==> src/csasm_pkg.sv <==
// package: constants and carriers for the cap-sense accumulate/scan block
package csasm_pkg;
  localparam int unsigned RES_W       = 16;
  localparam int unsigned SUM_W       = 22;
  localparam int unsigned CH_W        = 6;
  localparam logic [2:0]  ACC_1       = 3'h0;
  localparam logic [2:0]  ACC_4       = 3'h1;
  localparam logic [2:0]  ACC_8       = 3'h2;
  localparam logic [2:0]  ACC_16      = 3'h3;
  localparam logic [2:0]  ACC_32      = 3'h4;
  localparam logic [2:0]  ACC_64      = 3'h5;
  localparam logic [2:0]  MODE_BUSY   = 3'h0;
  localparam logic [2:0]  MODE_CONT   = 3'h6;
  localparam logic [2:0]  MODE_SCAN   = 3'h7;
  localparam logic [1:0]  RETRY_ALL   = 2'h0;
  localparam logic [1:0]  RETRY_TWO   = 2'h1;
  localparam logic [1:0]  RETRY_FOUR  = 2'h2;
  localparam logic [2:0]  RETRY_CAP2  = 3'h2;
  localparam logic [2:0]  RETRY_CAP4  = 3'h4;
  localparam logic [CH_W-1:0] CH_RST  = 6'h00;
  localparam logic [RES_W-1:0] RES_RST = 16'h0000;

  typedef struct packed {
    logic twowire_watch_en;
    logic portwrite_watch_en;
    logic serial_periph_watch_en;
    logic [1:0] retry_limit_sel;
  } csasm_pin_watch_ctrl_t;

  typedef struct packed {
    logic twowire;
    logic portwrite;
    logic serial_periph;
  } csasm_pin_act_t;
endpackage

==> src/csasm_retry.sv <==
// pin-monitor retry decision for one conversion portion
`timescale 1ns/1ns
module csasm_retry
  import csasm_pkg::*;
(
  input  wire logic                  clk_in,
  input  wire logic                  arst_n_in,
  input  wire logic                  ce_in,
  input  wire csasm_pin_watch_ctrl_t ctrl_in,
  input  wire csasm_pin_act_t        act_in,
  input  wire logic                  portion_end_in,
  input  wire logic                  conv_start_in,
  output logic                       retry_out
);
  logic [2:0] cnt_reg;
  logic [2:0] cnt_next;
  wire        hit;
  wire        capped;
  // only enabled monitors may trigger; a disabled one costs nothing
  assign hit = (ctrl_in.twowire_watch_en & act_in.twowire) |
               (ctrl_in.portwrite_watch_en & act_in.portwrite) |
               (ctrl_in.serial_periph_watch_en & act_in.serial_periph);
  // capping guarantees completion under heavy switching
  assign capped = (ctrl_in.retry_limit_sel == RETRY_TWO  &&
                   cnt_reg >= RETRY_CAP2) ||
                  (ctrl_in.retry_limit_sel == RETRY_FOUR &&
                   cnt_reg >= RETRY_CAP4);              // see RULE8
  assign retry_out = portion_end_in & hit & ~capped;    // see RULE7
  assign cnt_next = conv_start_in ? 3'h0 :
                    (retry_out && cnt_reg != 3'h7) ? cnt_reg + 3'h1 :
                    cnt_reg;
  always_ff @(posedge clk_in or negedge arst_n_in) begin
    if (!arst_n_in) begin
      cnt_reg <= 3'h0;
    end else if (ce_in) begin
      cnt_reg <= cnt_next;
    end
  end
endmodule

==> src/csasm_top.sv <==
// accumulate, average, compare and auto-scan control for cap sensing
`timescale 1ns/1ns
//
// Contract
// RULE1 - sum 1,4,8,16,32 or 64 conversions
// RULE2 - divide sum by count, load result
// RULE3 - single mode: flags per conversion, channel kept
// RULE4 - accumulate: done after M, compare average
// RULE5 - scan: halt on greater, else step and wrap
// RULE6 - scan single: each conversion flags and compares
// RULE7 - enabled monitor repeats possibly corrupted portion
// RULE8 - retries unlimited at reset, else cap two/four
// RULE9 - retry event flag sticky until cleared
// RULE10 - three monitor enables, all off at reset
// RULE11 - software enables monitors only for heavy loads
// RULE12 - count field encodes 1 to 64 samples
// RULE13 - mode 111 scans continuously after busy write
// RULE14 - greater flag set above, cleared at or below
// RULE15 - divide is a right shift by log2 of count
module csasm_top
  import csasm_pkg::*;
(
  input  wire logic                  clk_in,
  input  wire logic                  arst_n_in,
  input  wire logic                  ce_in,
  input  wire logic [2:0]            accum_count_sel_in,
  input  wire logic [2:0]            start_mode_sel_in,
  input  wire logic                  busy_set_in,
  input  wire logic                  cmp_en_in,
  input  wire logic [RES_W-1:0]      threshold_in,
  input  wire logic [CH_W-1:0]       scan_start_channel_in,
  input  wire logic                  scan_start_wr_in,
  input  wire logic [CH_W-1:0]       scan_end_channel_in,
  input  wire logic [CH_W-1:0]       channel_select_wdata_in,
  input  wire logic                  channel_select_wr_in,
  input  wire csasm_pin_watch_ctrl_t pin_watch_ctrl_in,
  input  wire csasm_pin_act_t        pin_act_in,
  input  wire logic                  portion_end_in,
  input  wire logic                  conv_valid_in,
  input  wire logic [RES_W-1:0]      conv_data_in,
  input  wire logic                  done_clr_in,
  input  wire logic                  gt_clr_in,
  input  wire logic                  retry_evt_clr_in,
  output logic                       conv_start_out,
  output logic                       portion_retry_out,
  output logic                       conv_busy_out,
  output logic [CH_W-1:0]            channel_select_out,
  output logic [7:0]                 result_data_high_out,
  output logic [7:0]                 result_data_low_out,
  output logic                       conv_done_flag_out,
  output logic                       greater_than_flag_out,
  output logic                       retry_event_flag_out
);
  typedef enum logic [1:0] {ST_IDLE, ST_START, ST_CONV} csasm_state_t;

  csasm_state_t     state_reg;
  csasm_state_t     state_next;
  logic [SUM_W-1:0] sum_reg;
  logic [SUM_W-1:0] sum_next;
  logic [6:0]       cnt_reg;
  logic [6:0]       cnt_next;
  logic [RES_W-1:0] res_reg;
  logic [RES_W-1:0] res_next;
  logic [CH_W-1:0]  ch_reg;
  logic [CH_W-1:0]  ch_next;
  logic             done_reg;
  logic             gt_reg;
  logic             pme_reg;
  logic             start_reg;
  logic             retry_reg;
  logic             retry_w;
  logic             busy_reg;

  wire [6:0]        target;
  wire [2:0]        shamt;
  wire [SUM_W-1:0]  sum_add;
  wire [SUM_W-1:0]  avg;
  wire              last;
  wire              finish;
  wire              is_gt;
  wire              cont;
  wire              scan;
  wire              halt;
  wire [CH_W-1:0]   ch_step;
  wire              done_next;
  wire              gt_next;
  wire              pme_next;

  assign shamt  = (accum_count_sel_in == ACC_4)  ? 3'h2 :
                  (accum_count_sel_in == ACC_8)  ? 3'h3 :
                  (accum_count_sel_in == ACC_16) ? 3'h4 :
                  (accum_count_sel_in == ACC_32) ? 3'h5 :
                  (accum_count_sel_in == ACC_64) ? 3'h6 :
                  3'h0;                                  // see RULE12
  // reserved codes fall back to one sample
  assign target  = (shamt == 3'h0) ? 7'h01 : 7'(7'h01 << shamt);
  assign sum_add = sum_reg + SUM_W'(conv_data_in);       // see RULE1
  assign avg     = sum_add >> shamt;                     // see RULE15
  assign last    = (cnt_reg + 7'h01) >= target;
  assign finish  = (state_reg == ST_CONV) && conv_valid_in && last;
  // compare against the average, never the raw sum
  assign is_gt   = cmp_en_in &&
                   (avg[RES_W-1:0] > threshold_in);     // see RULE4
  assign scan    = (start_mode_sel_in == MODE_SCAN);
  assign cont    = scan || (start_mode_sel_in == MODE_CONT); // see RULE13
  assign halt    = scan && is_gt;                        // see RULE5
  assign ch_step = (ch_reg == scan_end_channel_in) ?
                   scan_start_channel_in : ch_reg + 6'h01;

  always_comb begin
    state_next = state_reg;
    sum_next   = sum_reg;
    cnt_next   = cnt_reg;
    res_next   = res_reg;
    ch_next    = ch_reg;
    if (channel_select_wr_in) begin
      ch_next = channel_select_wdata_in;
    end
    if (scan_start_wr_in && scan) begin
      ch_next = scan_start_channel_in;
    end
    unique case (state_reg)
      ST_IDLE: begin
        if (busy_set_in) begin
          state_next = ST_START;
          sum_next   = '0;
          cnt_next   = 7'h00;
        end
      end
      ST_START: begin
        state_next = ST_CONV;
      end
      ST_CONV: begin
        if (conv_valid_in) begin
          if (last) begin
            res_next = avg[RES_W-1:0];                   // see RULE2
            sum_next = '0;
            cnt_next = 7'h00;
            // a greater-than in scan waits for a fresh busy write
            state_next = (cont && !halt) ? ST_START : ST_IDLE; // see RULE6
            if (scan && !is_gt) begin
              ch_next = ch_step;                         // see RULE5
            end
          end else begin
            sum_next   = sum_add;
            cnt_next   = cnt_reg + 7'h01;
            state_next = ST_START;
          end
        end
      end
    endcase
  end

  csasm_retry u_retry (
    .clk_in         (clk_in),
    .arst_n_in      (arst_n_in),
    .ce_in          (ce_in),
    .ctrl_in        (pin_watch_ctrl_in),
    .act_in         (pin_act_in),
    .portion_end_in (portion_end_in && state_reg == ST_CONV),
    .conv_start_in  (state_reg == ST_START),
    .retry_out      (retry_w)
  );                                                     // see RULE10

  // set beats clear on every flag, so no event is lost to a clear
  assign done_next = finish | (done_reg & ~done_clr_in);      // see RULE3
  // gt keeps its value while the comparator is off
  assign gt_next   = (finish && cmp_en_in) ? is_gt :
                     (gt_reg & ~gt_clr_in);                    // see RULE14
  assign pme_next  = retry_w | (pme_reg & ~retry_evt_clr_in);  // see RULE9

  always_ff @(posedge clk_in or negedge arst_n_in) begin
    if (!arst_n_in) begin
      state_reg <= ST_IDLE;
      sum_reg   <= '0;
      cnt_reg   <= 7'h00;
      res_reg   <= RES_RST;
      ch_reg    <= CH_RST;
    end else if (ce_in) begin
      state_reg <= state_next;
      sum_reg   <= sum_next;
      cnt_reg   <= cnt_next;
      res_reg   <= res_next;
      ch_reg    <= ch_next;
    end
  end

  // busy comes from the next state so it lines up with state_reg
  // while still leaving the pin straight from a flip-flop
  always_ff @(posedge clk_in or negedge arst_n_in) begin
    if (!arst_n_in) begin
      start_reg <= 1'b0;
      retry_reg <= 1'b0;
      busy_reg  <= 1'b0;
    end else if (ce_in) begin
      start_reg <= (state_next == ST_START);
      retry_reg <= retry_w;
      busy_reg  <= (state_next != ST_IDLE);
    end
  end

  always_ff @(posedge clk_in or negedge arst_n_in) begin
    if (!arst_n_in) begin
      done_reg <= 1'b0;
      gt_reg   <= 1'b0;
      pme_reg  <= 1'b0;
    end else if (ce_in) begin
      done_reg <= done_next;
      gt_reg   <= gt_next;
      pme_reg  <= pme_next;
    end
  end

  assign conv_start_out        = start_reg;
  assign portion_retry_out     = retry_reg;
  assign conv_busy_out         = busy_reg;
  assign channel_select_out    = ch_reg;
  assign result_data_high_out  = res_reg[15:8];
  assign result_data_low_out   = res_reg[7:0];
  assign conv_done_flag_out    = done_reg;
  assign greater_than_flag_out = gt_reg;
  assign retry_event_flag_out  = pme_reg;
endmodule

==> config.mk <==
export PLATFORM = sky130hd
export DESIGN_NAME = csasm_top
export DESIGN_NICKNAME = d
export VERILOG_FILES = /design/src/csasm_pkg.sv /design/src/csasm_retry.sv /design/src/csasm_top.sv
export SDC_FILE = /design/constraint.sdc
export NUM_CORES = 1
export LEC_CHECK = 0
export ABC_AREA = 1
export BUFFER_PORTS_ARGS = -buffer_cell sky130_fd_sc_hd__buf_2
export CAP_MARGIN = 10
export CORE_ASPECT_RATIO = 1.4
export CORE_MARGIN = 8
export CORE_UTILIZATION = 62
export CTS_BUF_LIST = sky130_fd_sc_hd__clkbuf_8 sky130_fd_sc_hd__clkbuf_16
export CTS_CLUSTER_DIAMETER = 120
export DETAILED_ROUTE_END_ITERATION = 16
export PLACE_DENSITY = 0.87
export SETUP_SLACK_MARGIN = 0.1
export SLEW_MARGIN = 20
export SYNTH_ARGS = -nofsm -noshare
export SYNTH_HDL_FRONTEND = slang
export SYNTH_HIERARCHICAL = 1
export SYNTH_SLANG_ARGS = --single-unit
==> constraint.sdc <==
create_clock -name clk_in -period 5 [get_ports clk_in]
set_input_delay 0.25 -clock clk_in [delete_from_list [all_inputs] [get_ports clk_in]]
set_output_delay 0.25 -clock clk_in [all_outputs]
set_load 0.01 [all_outputs]
# --- Yosys cells after proc, flatten, opt, wreduce, memory -nomap -nowiden ---
# Index checks and enable logic that the tools add are counted.
totals:
  register_bits: 62
  input_bits: 76
classes:
  eq_ne: 16
  order_cmp: 4
  add_sub_neg: 4
  bitwise: 16
  muxes: 29
  n_shift: 2
  reduce_logical: 24
op_table:
  columns: ["op", "n"]
  rows:
  - ["2-to-1 mux 22 bit", 3]
  - ["one-hot mux 22 bit (2 select lines)", 1]
  - ["2-to-1 mux 6 bit", 7]
  - ["2-to-1 mux 7 bit", 4]
  - ["adder 22 x 16 -> 22 bit", 1]
  - ["right shift 22 x 3 -> 16 bit", 1]
  - ["2-to-1 mux 3 bit", 7]
  - ["greater-than comparator 16 bit", 1]
  - ["one-hot mux 7 bit (2 select lines)", 1]
  - ["== test 3 bit (second input constant)", 4]
  - ["logical AND 1 bit", 12]
  - ["bitwise AND 1 bit", 8]
  - ["AND reduction 4 bit", 2]
  - ["adder 7 x 1 -> 7 bit (second input constant)", 1]
  - [">= comparator 7 bit", 1]
  - ["left shift 1 x 3 -> 7 bit (first input constant)", 1]
  - ["adder 6 x 1 -> 6 bit (second input constant)", 1]
  - ["== test 2 x 1 -> 1 bit (second input constant)", 3]
  - ["== test 3 x 2 -> 1 bit (second input constant)", 2]
  - ["== test 6 bit", 1]
  - ["one-hot mux 2 bit (3 select lines)", 1]
  - ["nonzero test 2 bit", 3]
  - ["== test 2 bit (second input constant)", 2]
  - ["2-to-1 mux 2 bit", 2]
  - ["14 further kinds", 25]

# --- Longest topological paths before layout ---
# Gate-level depths: netlist of the first run.
depth:
  ltp_word: 17
  mapped_depth: 30

# --- Hierarchy ---
# Netlist of the first run, hierarchy kept.
by_module_without_submodules:
  columns: ["mod", "seq_area_each_um2", "cells_per_inst", "area_per_inst_um2", "n_inst"]
  rows:
  - ["csasm_top", 1476.4, 880, 5620.4, 1]
  - ["csasm_retry", 75.1, 39, 275.3, 1]

# --- Worst setup path before layout of the first run ---
# OpenSTA, ideal clock, no wires.
synth_path:
  kind: "register to register"
  startpoint: "reg sum_reg[0]"
  endpoint: "reg ch_reg[5] (netlist: channel_select_out[5])"
  n_path_buf: 0
  path_slack_ns: 1.632
  setup_ns: 0.076
  arrival_time_ns: 3.292
  stages_incl_launch_ff: 27
  period_less_slack_ns: 3.368
  path_cell_list: "dfrtp_1 -> ha_1 -> fa_1 -> nand3_1 -> nand3_2 -> nand2_1 -> nand2_1 -> nand2_1 -> nand3_1 -> nand2_2 -> nand2_1 -> nand3_2 -> nand3_1 -> and2_1 -> ha_1 -> nand2_1 -> nor2_1 -> nand2_1 -> inv_1 -> a41oi_1 -> nand2_1 -> nand2_1 -> nor2_2 -> inv_1 -> nand2_1 -> nand2_1 -> o21ai_1"
synth_via:
  elab_chain_cells: 10
synth_rtl:
  columns: ["item", "line_no", "rtl"]
  rows:
  - ["start, declared", "csasm_top.sv:58", "logic [SUM_W-1:0] sum_reg;"]
  - ["start signal, assigned", "csasm_top.sv:181", "sum_reg <= sum_next;"]
  - ["adder 22 x 16 -> 22 bit", "csasm_top.sv:97", "assign sum_add = sum_reg + SUM_W'(conv_data_in);"]
  - ["right shift 22 x 3 -> 16 bit", "csasm_top.sv:98", "assign avg = sum_add >> shamt;"]
  - ["named net avg[15]", "csasm_top.sv:77", "wire [SUM_W-1:0] avg;"]
  - ["greater-than comparator 16 bit", "csasm_top.sv:103", "(avg[RES_W-1:0] > threshold_in);"]
  - ["logical AND 1 bit", "csasm_top.sv:102", "assign is_gt = cmp_en_in &&"]
  - ["logical NOT 1 bit", "csasm_top.sv:141", "if (scan && !is_gt) begin"]
  - ["logical AND 1 bit", "csasm_top.sv:141", null]
  - ["2-to-1 mux 6 bit", "csasm_top.sv:141", null]
  - ["2-to-1 mux 6 bit", "csasm_top.sv:135", "if (last) begin"]
  - ["2-to-1 mux 6 bit", "csasm_top.sv:134", "if (conv_valid_in) begin"]
  - ["2-to-1 mux 6 bit", "csasm_top.sv:122", "unique case (state_reg)"]
  - ["end signal, assigned", "csasm_top.sv:184", "ch_reg <= ch_next;"]
  - ["end, declared", "csasm_top.sv:64", "logic [CH_W-1:0] ch_reg;"]
# The timed path passes the listed nets, and every way through them passes these cells.
# A chain may end at the register's enable or synchronous reset.

# --- Worst setup path after layout of the first run ---
# Ends and elaborated chain as after synthesis.

==> impl_results.md, run 1 <==
* Maximum clock insertion buffer count at 2
* Overall power at 2.51 mW
* # fillers at 845
* Unique masters post-synth at 41
* N_diodes at 0
* Clock root cell: clkbuf_16
* DRC at 0
* Synth Register Bits at 62
* Num CTS Buffers at 9
* Multi-input gate area at 3750 sq um
* Slew Viols, Final at 0
* CP endpoint kind: flop
* CP dominant cell by count: nand2_1
* Core Area at 9350 sq um
* Die Wd at 98.4 um
* Detailed Route Iter0 Violations at 397
* Slew headroom at 0.443
* Final Hold Vio Count at 0
* MaxCap Viol Count at 0
* Asr flop ratio synth at 1.00
* WL final at 17.1 mm
* Synth-to-layout area growth at 14.5%
* Register area at 1550 sq um
* Final core occ at 0.721
* Final setup vio count at 0
* Slowest CP cell: fa_1
* Die area at 12900 sq um
* Worst EP required at 5.22 ns
* Status: complete, no violations
* First-pass DRT Iterations at 5
* Largest net degree at the start of global routing at 63
* Combinational Power Share at 0.484
* First-pass GRT wire length at 28.7 mm
* H-tree depth at 3
* Internal Pwr Total at 1.42 mW
* Port Buffers at 103
* Final period util at 0.819
* Synth Flop Type: dfrtp_1
* Clock-pin transition on the worst setup and hold timing paths at 0.05 ns
* Peak Freq at 0.244 GHz
* Post-CTS Setup Bufs at 0
* Clk sinks at 62
* Worst Hold Class: in2async
* Final hold slack at 0.0847 ns
* Synth Net Count at 1042
* Pwr/cell area at 373 nW/um^2
* Sequential power share at 0.284
* Layout Nets at 1138
* EDFF count, synth at 0
* Worst Path Class, Setup: reg2reg
* Total track usage at 0.272
* Syn Inst Count at 919
* CP arrival at 4.32 ns
* Final min period at 4.10 ns
* Crit path launch type: flop
* Via count at 6354
* RSZ-0062 raised after global routing: false
* Max reg flops at 22
* Mapped Area at 5900 sq um
* Peak VDD IR at 0.327 mV
* Share of cells above drive strength 1 at 0.163
* Sw power at 1.10 mW
* Post-route ant nets at 0
* Via density at 5.63
* Initial Util at 0.630
* I/O pin count at 104
* Worst-path fanout max at 7
* Setup TNS at 0 ns
* Max stage delay on crit path at 0.43 ns
* Lkg Pwr at 3.94 nW
* Net Sw Frac at 0.436
* Setup Skew at 0.00487 ns
* Gp weighted congestion at 0.944
* WL per Instance at 15.2 um
* Clk_lat worst skew at 0.34 ns
* CTS resizes at 0
* CTS Hold Bufs at 0
* Mean Syn Cell Area at 6.42 sq um
* Clock Power Share at 0.232
* Vias in the first global route at 6343
* Hpwl dp at 13.6 mm
* Leading cell type in the layout, fill and taps excluded: nand2_1
* Sequential area share after synthesis at 0.263
* CTS tree: done
* Yosys warning total at 6
* Die height at 131 um
* Slew @ Worst Pin at 0.835 ns
* Commonest non-fill, non-tap cells in the layout: nand2_1 (300), inv_1 (127), nand3_1 (123)
* Overflow after GRT at 0
* Site Rows at 42
* Initial antenna violation count at 0
layout make-up:
cell class                 count  area share
multi-input combinational    706       0.556
sequential                    62       0.230
timing repair buffer         108      0.0820
inverter                     128      0.0712
clock buffer                  11      0.0375
tap                          110      0.0204
clock inverter                 4     0.00334
Yosys cell counts (2+ instances only):
cell type | count | area, sq um
o21ai_2 | 3 | 26.3
a21o_1 | 3 | 22.5
nand2_1 | 300 | 1130
nor2_1 | 41 | 154
o21ai_1 | 4 | 20.0
nand4_1 | 12 | 75.1
a21oi_1 | 28 | 140
xnor2_1 | 2 | 17.5
nand3b_1 | 2 | 15.0
nor3_1 | 5 | 25.0
nor2_2 | 6 | 37.5
o21ai_0 | 47 | 235
nand2_2 | 17 | 106
clkbuf_1 | 8 | 30.0
xor2_1 | 14 | 123
inv_1 | 127 | 477
and2_1 | 10 | 62.6
dfrtp_1 | 62 | 1550
buf_2 | 13 | 65.1
nand3_1 | 123 | 616
a22o_1 | 5 | 43.8
or2_2 | 5 | 31.3
a31oi_1 | 4 | 25.0
o22ai_1 | 4 | 25.0
ha_1 | 46 | 576
o211ai_1 | 9 | 67.6
nand3_2 | 5 | 50.1
critical path: cells and delay by family, from the launching register on:
kind | cells | cell delay [ns]
DFF | 1 | 0.38
buffers and inverters | 2 | 0.22
adders and majority gates | 3 | 0.95
AOI/OAI and AO/OA | 4 | 0.60
and+or+nand+nor | 16 | 1.82
cell families after synthesis:
| logic type | Yosys count | synth area share |
|---|---|---|
| adders and majority gates | 47 | 0.101 |
| xor gates and xnor gates | 16 | 0.0238 |
| DFF | 62 | 0.263 |
| and+or+nand+nor | 532 | 0.403 |
| AOI/OAI and AO/OA | 111 | 0.108 |
| buffers and inverters | 151 | 0.101 |
power groups by stage:
stage               combinational, mW  sequential [mW]  clock, mW
floorplan                       0.823            0.736          0
global placement                 1.17            0.714          0
detailed placement               1.19            0.716          0
CTS                              1.21            0.712      0.588
global route                     1.38            0.728      0.608
finish                           1.22            0.714      0.583
metrics by stage:
step | cell area, sq um | setup WS, ns | std cells
floorplan | 5900 | 1.63 | 919
global placement | 6470 | 1.15 | 1114
detailed placement | 6470 | 1.03 | 1114
CTS | 6750 | 0.986 | 1129
global route | 6750 | 0.549 | 1129
finish | 6750 | 0.903 | 1129
per-layer routing:
layer,track usage,part of all wire,vias to the layer above
met3,0.0603,0.064,72
met2,0.470,0.50,251
met4,0.183,0.052,0
met5,0,0,-
li1,-,-,3178
met1,0.288,0.38,2853
final timing paths:
check / cells after the start / from / slack, ns / endpoint
setup reg to reg: 25 / sum_reg[0] / 0.90 / channel_select_out[5]
max in group asynchronous: 2 / arst_n_in / 4.37 / sum_reg[15]
setup / recovery: 25 / sum_reg[0] / 0.90 / channel_select_out[5]
hold / removal: 2 / arst_n_in / 0.08 / u_retry/cnt_reg[2]
hold reg to reg: 1 / sum_reg[10] / 0.48 / sum_reg[10]
min in group clk_in: 4 / done_clr_in / 0.15 / conv_done_flag_out
Power figures use the tool's default switching activity.
==> run 2: changes to the inputs <==
--- a/config.mk
+++ b/config.mk
@@ -10,11 +10,11 @@
 export CAP_MARGIN = 10
 export CORE_ASPECT_RATIO = 1.4
 export CORE_MARGIN = 8
-export CORE_UTILIZATION = 62
+export CORE_UTILIZATION = 58
 export CTS_BUF_LIST = sky130_fd_sc_hd__clkbuf_8 sky130_fd_sc_hd__clkbuf_16
 export CTS_CLUSTER_DIAMETER = 120
 export DETAILED_ROUTE_END_ITERATION = 16
-export PLACE_DENSITY = 0.87
+export PLACE_DENSITY = 0.82
 export SETUP_SLACK_MARGIN = 0.1
 export SLEW_MARGIN = 20
 export SYNTH_ARGS = -nofsm -noshare
==> constraint.sdc (replaced) <==
create_clock -name clk_in -period 4.2 [get_ports clk_in]
set_input_delay 0.21 -clock clk_in [delete_from_list [all_inputs] [get_ports clk_in]]
set_output_delay 0.21 -clock clk_in [all_outputs]
set_load 0.01 [all_outputs]
==> impl_results.md, run 2 (synthesis results as in run 1) <==
* Maximum clock insertion buffer count at 2 (unchanged)
* Final hold slack at 0.0531 ns (was 0.0847 ns)
* CTS Hold Bufs at 0 (unchanged)
* Slew @ Worst Pin at 0.823 ns (was 0.835 ns)
* CP Depth at 24 (was 25)
* I/O pin count at 104 (unchanged)
* Max stage delay on crit path at 0.39 ns (was 0.43 ns)
* Via count at 6266 (was 6354)
* Synth-to-layout area growth at 16.9% (was 14.5%)
* Clk_lat worst skew at 0.33 ns (was 0.34 ns)
* Clk sinks at 62 (unchanged)
* Non-Filler Instances at 1157 (was 1129)
* Clock root cell: clkbuf_16 (unchanged)
* CP endpoint kind: flop (unchanged)
* N_diodes at 0 (unchanged)
* Die height at 135 um (was 131 um)
* Slowest CP cell: dfrtp_1 (was fa_1)
* RSZ-0062 raised after global routing: false (unchanged)
* Final Hold Vio Count at 0 (unchanged)
* WL per Instance at 14.3 um (was 15.2 um)
* Setup TNS at 0 ns (unchanged)
* Worst Hold Class: in2async (unchanged)
* CP cell instances: ha_2 > fa_2 > nand3_1 > nand3_2 > nand2_1 > nand2_2 > nand2_2 > nand3_1 > nand2_2 > nand2_1 > nand3_1 > nand3_1 > and2_1 > ha_1 > a21oi_2 > o21ai_1 > a21oi_1 > nand2_1 > nand2_1 > nand2_1 > nor2_4 > o21ai_0 > nand3_1 > o21ai_0
* Final period util at 0.919 (was 0.819)
* WP buf/inv at 0 (was 2)
* MaxCap Viol Count at 0 (unchanged)
* Die Wd at 101 um (was 98.4 um)
* Num CTS Buffers at 9 (unchanged)
* DRC at 0 (unchanged)
* Post-CTS Setup Bufs at 0 (unchanged)
* Pwr/cell area at 448 nW/um^2 (was 373 nW/um^2)
* Vias in the first global route at 6209 (was 6343)
* Largest net degree at the start of global routing at 63 (unchanged)
* Status: complete, no violations (unchanged)
* Leading cell type in the layout, fill and taps excluded: nand2_1 (unchanged)
* Slew Viols, Final at 0 (unchanged)
* WL final at 16.5 mm (was 17.1 mm)
* Share of cells above drive strength 1 at 0.181 (was 0.163)
* Peak Freq at 0.259 GHz (was 0.244 GHz)
* Worst EP required at 4.39 ns (was 5.22 ns)
* Worst-path fanout max at 6 (was 7)
* Worst reg2reg path depth at 24 (was 25)
* Total track usage at 0.252 (was 0.272)
* Detailed Route Iter0 Violations at 430 (was 397)
* Worst Path Class, Setup: reg2reg (unchanged)
* Layout Nets at 1140 (was 1138)
* Hpwl dp at 13.1 mm (was 13.6 mm)
* Lkg Pwr at 3.97 nW (was 3.94 nW)
* First-pass GRT wire length at 27.9 mm (was 28.7 mm)
* Setup Skew at 0.00502 ns (was 0.00487 ns)
* Commonest non-fill, non-tap cells in the layout: nand2_1 (293), inv_1 (126), nand3_1 (122) (was nand2_1 (300), inv_1 (127), nand3_1 (123))
* Die area at 13700 sq um (was 12900 sq um)
* Final min period at 3.86 ns (was 4.10 ns)
* Crit path launch type: flop (unchanged)
* First-pass DRT Iterations at 5 (unchanged)
* Core Area at 9900 sq um (was 9350 sq um)
* CP top delay family: simple AND/OR/NAND/NOR gates (unchanged)
* # fillers at 891 (was 845)
* Placed insts at 1141 (was 1114)
* CP arrival at 4.05 ns (was 4.32 ns)
* Peak VDD IR at 0.343 mV (was 0.327 mV)
* Via density at 5.42 (was 5.63)
* Clock-pin transition on the worst setup and hold timing paths at 0.06 ns (was 0.05 ns)
* Overflow after GRT at 0 (unchanged)
* Initial antenna violation count at 0 (unchanged)
* Post-route ant nets at 0 (unchanged)
* Initial Util at 0.596 (was 0.630)
* Max reg flops at 22 (unchanged)
* CTS tree: done (unchanged)
* Final setup vio count at 0 (unchanged)
* H-tree depth at 3 (unchanged)
* Port Buffers at 103 (unchanged)
* Slew headroom at 0.451 (was 0.443)
* Final core occ at 0.696 (was 0.721)
* Gp weighted congestion at 0.973 (was 0.944)
* Site Rows at 43 (was 42)
[run 2: path summary, 6_finish.rpt]
path	from	to	slack, ns
max	sum_reg[0]	channel_select_out[1]	0.34
min	arst_n_in	u_retry/cnt_reg[1]	0.05
max reg2reg	sum_reg[0]	channel_select_out[1]	0.34
min reg2reg	res_reg[11]	res_reg[11]	0.47
max in group asynchronous	arst_n_in	sum_reg[12]	3.61
min in group clk_in	done_clr_in	conv_done_flag_out	0.13
[run 2: worst register-to-register path: cells and delay by family, from the launching register on]
family | cells | cell delay, ns
AOI/OAI and AO/OA | 5 | 0.69
adders and majority gates | 3 | 0.89
DFF | 1 | 0.39
and+or+nand+nor | 16 | 1.77
[run 2: per-stage QoR]
step           total power, mW  setup slack [ns]  area (sq um)
6_report                  3.09             0.339          6890
5_1_grt                   3.34            0.0609          6890
4_1_cts                   3.06             0.139          6830
3_5_place_dp              2.27             0.174          6520
3_3_place_gp              2.25             0.300          6520
2_1_floorplan             1.86             0.832          5900
[run 2: cell type report]
cell class / count / area (sq um) / share of cell area
Clock inverter: 5 / 57.6 / 0.00835
Inverter: 128 / 480 / 0.0697
Clock buffer: 11 / 253 / 0.0367
Sequential cell: 62 / 1550 / 0.225
Timing Repair Buffer: 110 / 568 / 0.0824
Tap cell: 135 / 169 / 0.0245
Multi-Input combinational cell: 706 / 3810 / 0.553
[run 2: metal layers]
metal	vias up	track usage	share of wire
met5	-	0	0
met4	0	0.135	0.040
met3	47	0.0607	0.068
met2	219	0.442	0.49
met1	2826	0.271	0.40
li1	3174	-	-
[run 2: repair_timing]
item	CTS	global route
pin swaps	0	5
hold endpoints to repair	0	0
gates resized for setup	1	18
setup endpoints to repair	3	7
cloned	0	0
[run 2: power breakdown]
group | internal, mW | total [mW] | switching, mW | leakage (nW)
combinational | 0.538 | 1.47 | 0.934 | 2.99
clock | 0.490 | 0.770 | 0.280 | 0.144
sequential | 0.743 | 0.847 | 0.104 | 0.831
==> run 3: changes to the inputs <==
--- a/config.mk
+++ b/config.mk
@@ -9,12 +9,12 @@
 export BUFFER_PORTS_ARGS = -buffer_cell sky130_fd_sc_hd__buf_2
 export CAP_MARGIN = 10
 export CORE_ASPECT_RATIO = 1.4
-export CORE_MARGIN = 8
-export CORE_UTILIZATION = 58
+export CORE_MARGIN = 2
+export CORE_UTILIZATION = 25
 export CTS_BUF_LIST = sky130_fd_sc_hd__clkbuf_8 sky130_fd_sc_hd__clkbuf_16
 export CTS_CLUSTER_DIAMETER = 120
 export DETAILED_ROUTE_END_ITERATION = 16
-export PLACE_DENSITY = 0.82
+export PLACE_DENSITY = 0.41
 export SETUP_SLACK_MARGIN = 0.1
 export SLEW_MARGIN = 20
 export SYNTH_ARGS = -nofsm -noshare
==> impl_results.md, run 3 (synthesis results as in run 1) <==
* Worst-path fanout max at 7 (was 6)
* Clk sinks at 62 (unchanged)
* Slew @ Worst Pin at 0.834 ns (was 0.823 ns)
* Clk_lat worst skew at 0.35 ns (was 0.33 ns)
* Final min period at 3.76 ns (was 3.86 ns)
* Setup Skew at 0.00571 ns (was 0.00502 ns)
* Hpwl dp at 16.6 mm (was 13.1 mm)
* Setup TNS at 0 ns (unchanged)
* Via count at 6055 (was 6266)
* Share of cells above drive strength 1 at 0.196 (was 0.181)
* First-pass DRT Iterations at 5 (unchanged)
* CP Depth at 25 (was 24)
* Clock root cell: clkbuf_16 (unchanged)
* Lkg Pwr at 4.00 nW (was 3.97 nW)
* Post-place setup slack at 0.0832 ns (was 0.174 ns)
* Final Hold Vio Count at 0 (unchanged)
* N_diodes at 0 (unchanged)
* Initial antenna violation count at 1 (was 0)
* Non-Filler Instances at 1332 (was 1157)
* Layout Nets at 1144 (was 1140)
* Port Buffers at 103 (unchanged)
* Max stage delay on crit path at 0.38 ns (was 0.39 ns)
* Die height at 186 um (was 135 um)
* Synth-to-layout area growth at 22.7% (was 16.9%)
* Gp weighted congestion at 0.848 (was 0.973)
* Commonest non-fill, non-tap cells in the layout: nand2_1 (290), inv_1 (126), nand3_1 (119) (was nand2_1 (293), inv_1 (126), nand3_1 (122))
* Die Wd at 134 um (was 101 um)
* WP buf/inv at 1 (was 0)
* Num CTS Buffers at 9 (unchanged)
* # fillers at 2635 (was 891)
* Max reg flops at 22 (unchanged)
* Slew Viols, Final at 0 (unchanged)
* Crit path launch: sum_reg[0] (unchanged)
* Slew headroom at 0.444 (was 0.451)
* Vias in the first global route at 6175 (was 6209)
* Site Rows at 66 (was 43)
* H-tree depth at 3 (unchanged)
* I/O pin count at 104 (unchanged)
* Worst EP required at 4.48 ns (was 4.39 ns)
* CP dominant cell by count: nand2_1
* Clock-pin transition on the worst setup and hold timing paths at 0.06 ns (about the same)
* Final setup margin at 0.438 ns (was 0.339 ns)
* WL final at 20.3 mm (was 16.5 mm)
* Worst reg2reg endpoint: channel_select_out[5] (was channel_select_out[1])
* Total track usage at 0.169 (was 0.252)
* Placed insts at 1314 (was 1141)
* CP arrival at 4.04 ns (was 4.05 ns)
* WL per Instance at 15.3 um (was 14.3 um)
* FF-to-FF setup slack at 0.44 ns (was 0.34 ns)
* DRC at 0 (unchanged)
* Largest net degree at the start of global routing at 34 (was 63)
* Leading cell type in the layout, fill and taps excluded: nand2_1 (unchanged)
* Worst reg2reg path depth at 25 (was 24)
* Crit path capture: channel_select_out[5] (was channel_select_out[1])
* Status: complete, no violations (unchanged)
* Post-route ant nets at 0 (unchanged)
* Peak VDD IR at 0.213 mV (was 0.343 mV)
* Final core occ at 0.312 (was 0.696)
* Die area at 24800 sq um (was 13700 sq um)
* Peak Freq at 0.266 GHz (was 0.259 GHz)
* Crit path launch type: flop (unchanged)
* Worst hold stages at 4
* Via density at 4.55 (was 5.42)
* Core Area at 23200 sq um (was 9900 sq um)
* Overflow after GRT at 0 (unchanged)
* MaxCap Viol Count at 0 (unchanged)
* CTS tree: done (unchanged)
* First-pass GRT wire length at 32.4 mm (was 27.9 mm)
* Worst Path Class, Setup: reg2reg (unchanged)
* CP endpoint kind: flop (unchanged)
* Detailed Route Iter0 Violations at 298 (was 430)
* CP top delay family: simple AND/OR/NAND/NOR gates (unchanged)
* Final setup vio count at 0 (unchanged)
* RSZ-0062 raised after global routing: false (unchanged)
* Reg-to-reg startpoint: sum_reg[0] (unchanged)
* Register area at 1550 sq um (unchanged)
* Maximum clock insertion buffer count at 2 (unchanged)
* Overall power at 3.24 mW (was 3.09 mW)
* Final period util at 0.896 (was 0.919)
* Pwr/cell area at 448 nW/um^2 (about the same)
* Multi-input gate area at 3890 sq um (was 3810 sq um)
* Initial Util at 0.254 (was 0.596)
* Slowest CP cell: dfrtp_1 (unchanged)
* Worst Hold Class: in2reg (was in2async)
run 3: cell count changes in the layout (fill, tap and decap cells not counted), moves of 2 or more:
cell,before,now
ha_1,44,40
nand2_1,293,290
ha_4,0,3
nand2_2,24,27
nand3_1,122,119
nand3_2,6,8
buf_4,7,10
run 3: timing repair:
action                                  in CTS  in global routing
endpoints found under the hold margin        3                  0
gates resized for setup                      1                 35
pin swaps                                    0                  8
endpoints found under the setup margin       6                  8
setup buffers                                0                  1
hold buffers                                 1                  0
run 3: area by class of cell:
class                      instances  area share
sequential                        62       0.214
tap                              306      0.0529
clock buffer                      10      0.0330
inverter                         128      0.0664
timing repair buffer             114      0.0830
clock inverter                     6      0.0118
multi-input combinational        706       0.538
run 3: worst min path at each step:
stage | start | to
2_1_floorplan | arst_n_in | channel_select_out[0]
6_report | done_clr_in | conv_done_flag_out
3_5_place_dp | arst_n_in | u_retry/cnt_reg[1]
3_3_place_gp | arst_n_in | u_retry/cnt_reg[1]
4_1_cts | done_clr_in | conv_done_flag_out
5_1_grt | done_clr_in | conv_done_flag_out
run 3: worst reg2reg max path, cell delays in order (launching register included):
cell and delay, ns:
dfrtp_1 0.38, ha_2 0.21, fa_2 0.37, nand3_1 0.11, nand3_2 0.10, nand2_1 0.09, nand2_2 0.09, nand2_2 0.12
nand3_1 0.12, nand2_2 0.12, nand2_1 0.09, nand3_2 0.12, nand3_2 0.09, and2_1 0.19, ha_1 0.28, a21oi_1 0.16
o21ai_0 0.10, a21oi_1 0.18, nand2_1 0.10, nand2_1 0.09, nand2_1 0.08, nor2_4 0.18, inv_2 0.10, nand2_1 0.07
nand2_1 0.04, o21ai_1 0.12
run 3: metrics by stage:
stage | hold slack [ns] | area [sq um]
detailed placement | 0.378 | 6750
global route | 0.134 | 7230
finish | 0.105 | 7230
CTS | 0.101 | 7080
floorplan | -0.0856 | 5900
global placement | 0.373 | 6750
run 3: per-layer routing:
metal / GRT usage / vias up / wire [um]
li1: - / 3177 / -
met1: 0.188 / 2742 / 8430
met2: 0.321 / 115 / 10700
met3: 0.0324 / 21 / 848
met4: 0.0528 / 0 / 333
met5: 0 / - / 0
run 3: where the power goes:
group / internal [mW] / total, mW / switching (mW)
Sequential: 0.743 / 0.850 / 0.107
Clock: 0.534 / 0.843 / 0.310
Combinational: 0.565 / 1.55 / 0.986
Total: 1.84 / 3.24 / 1.40
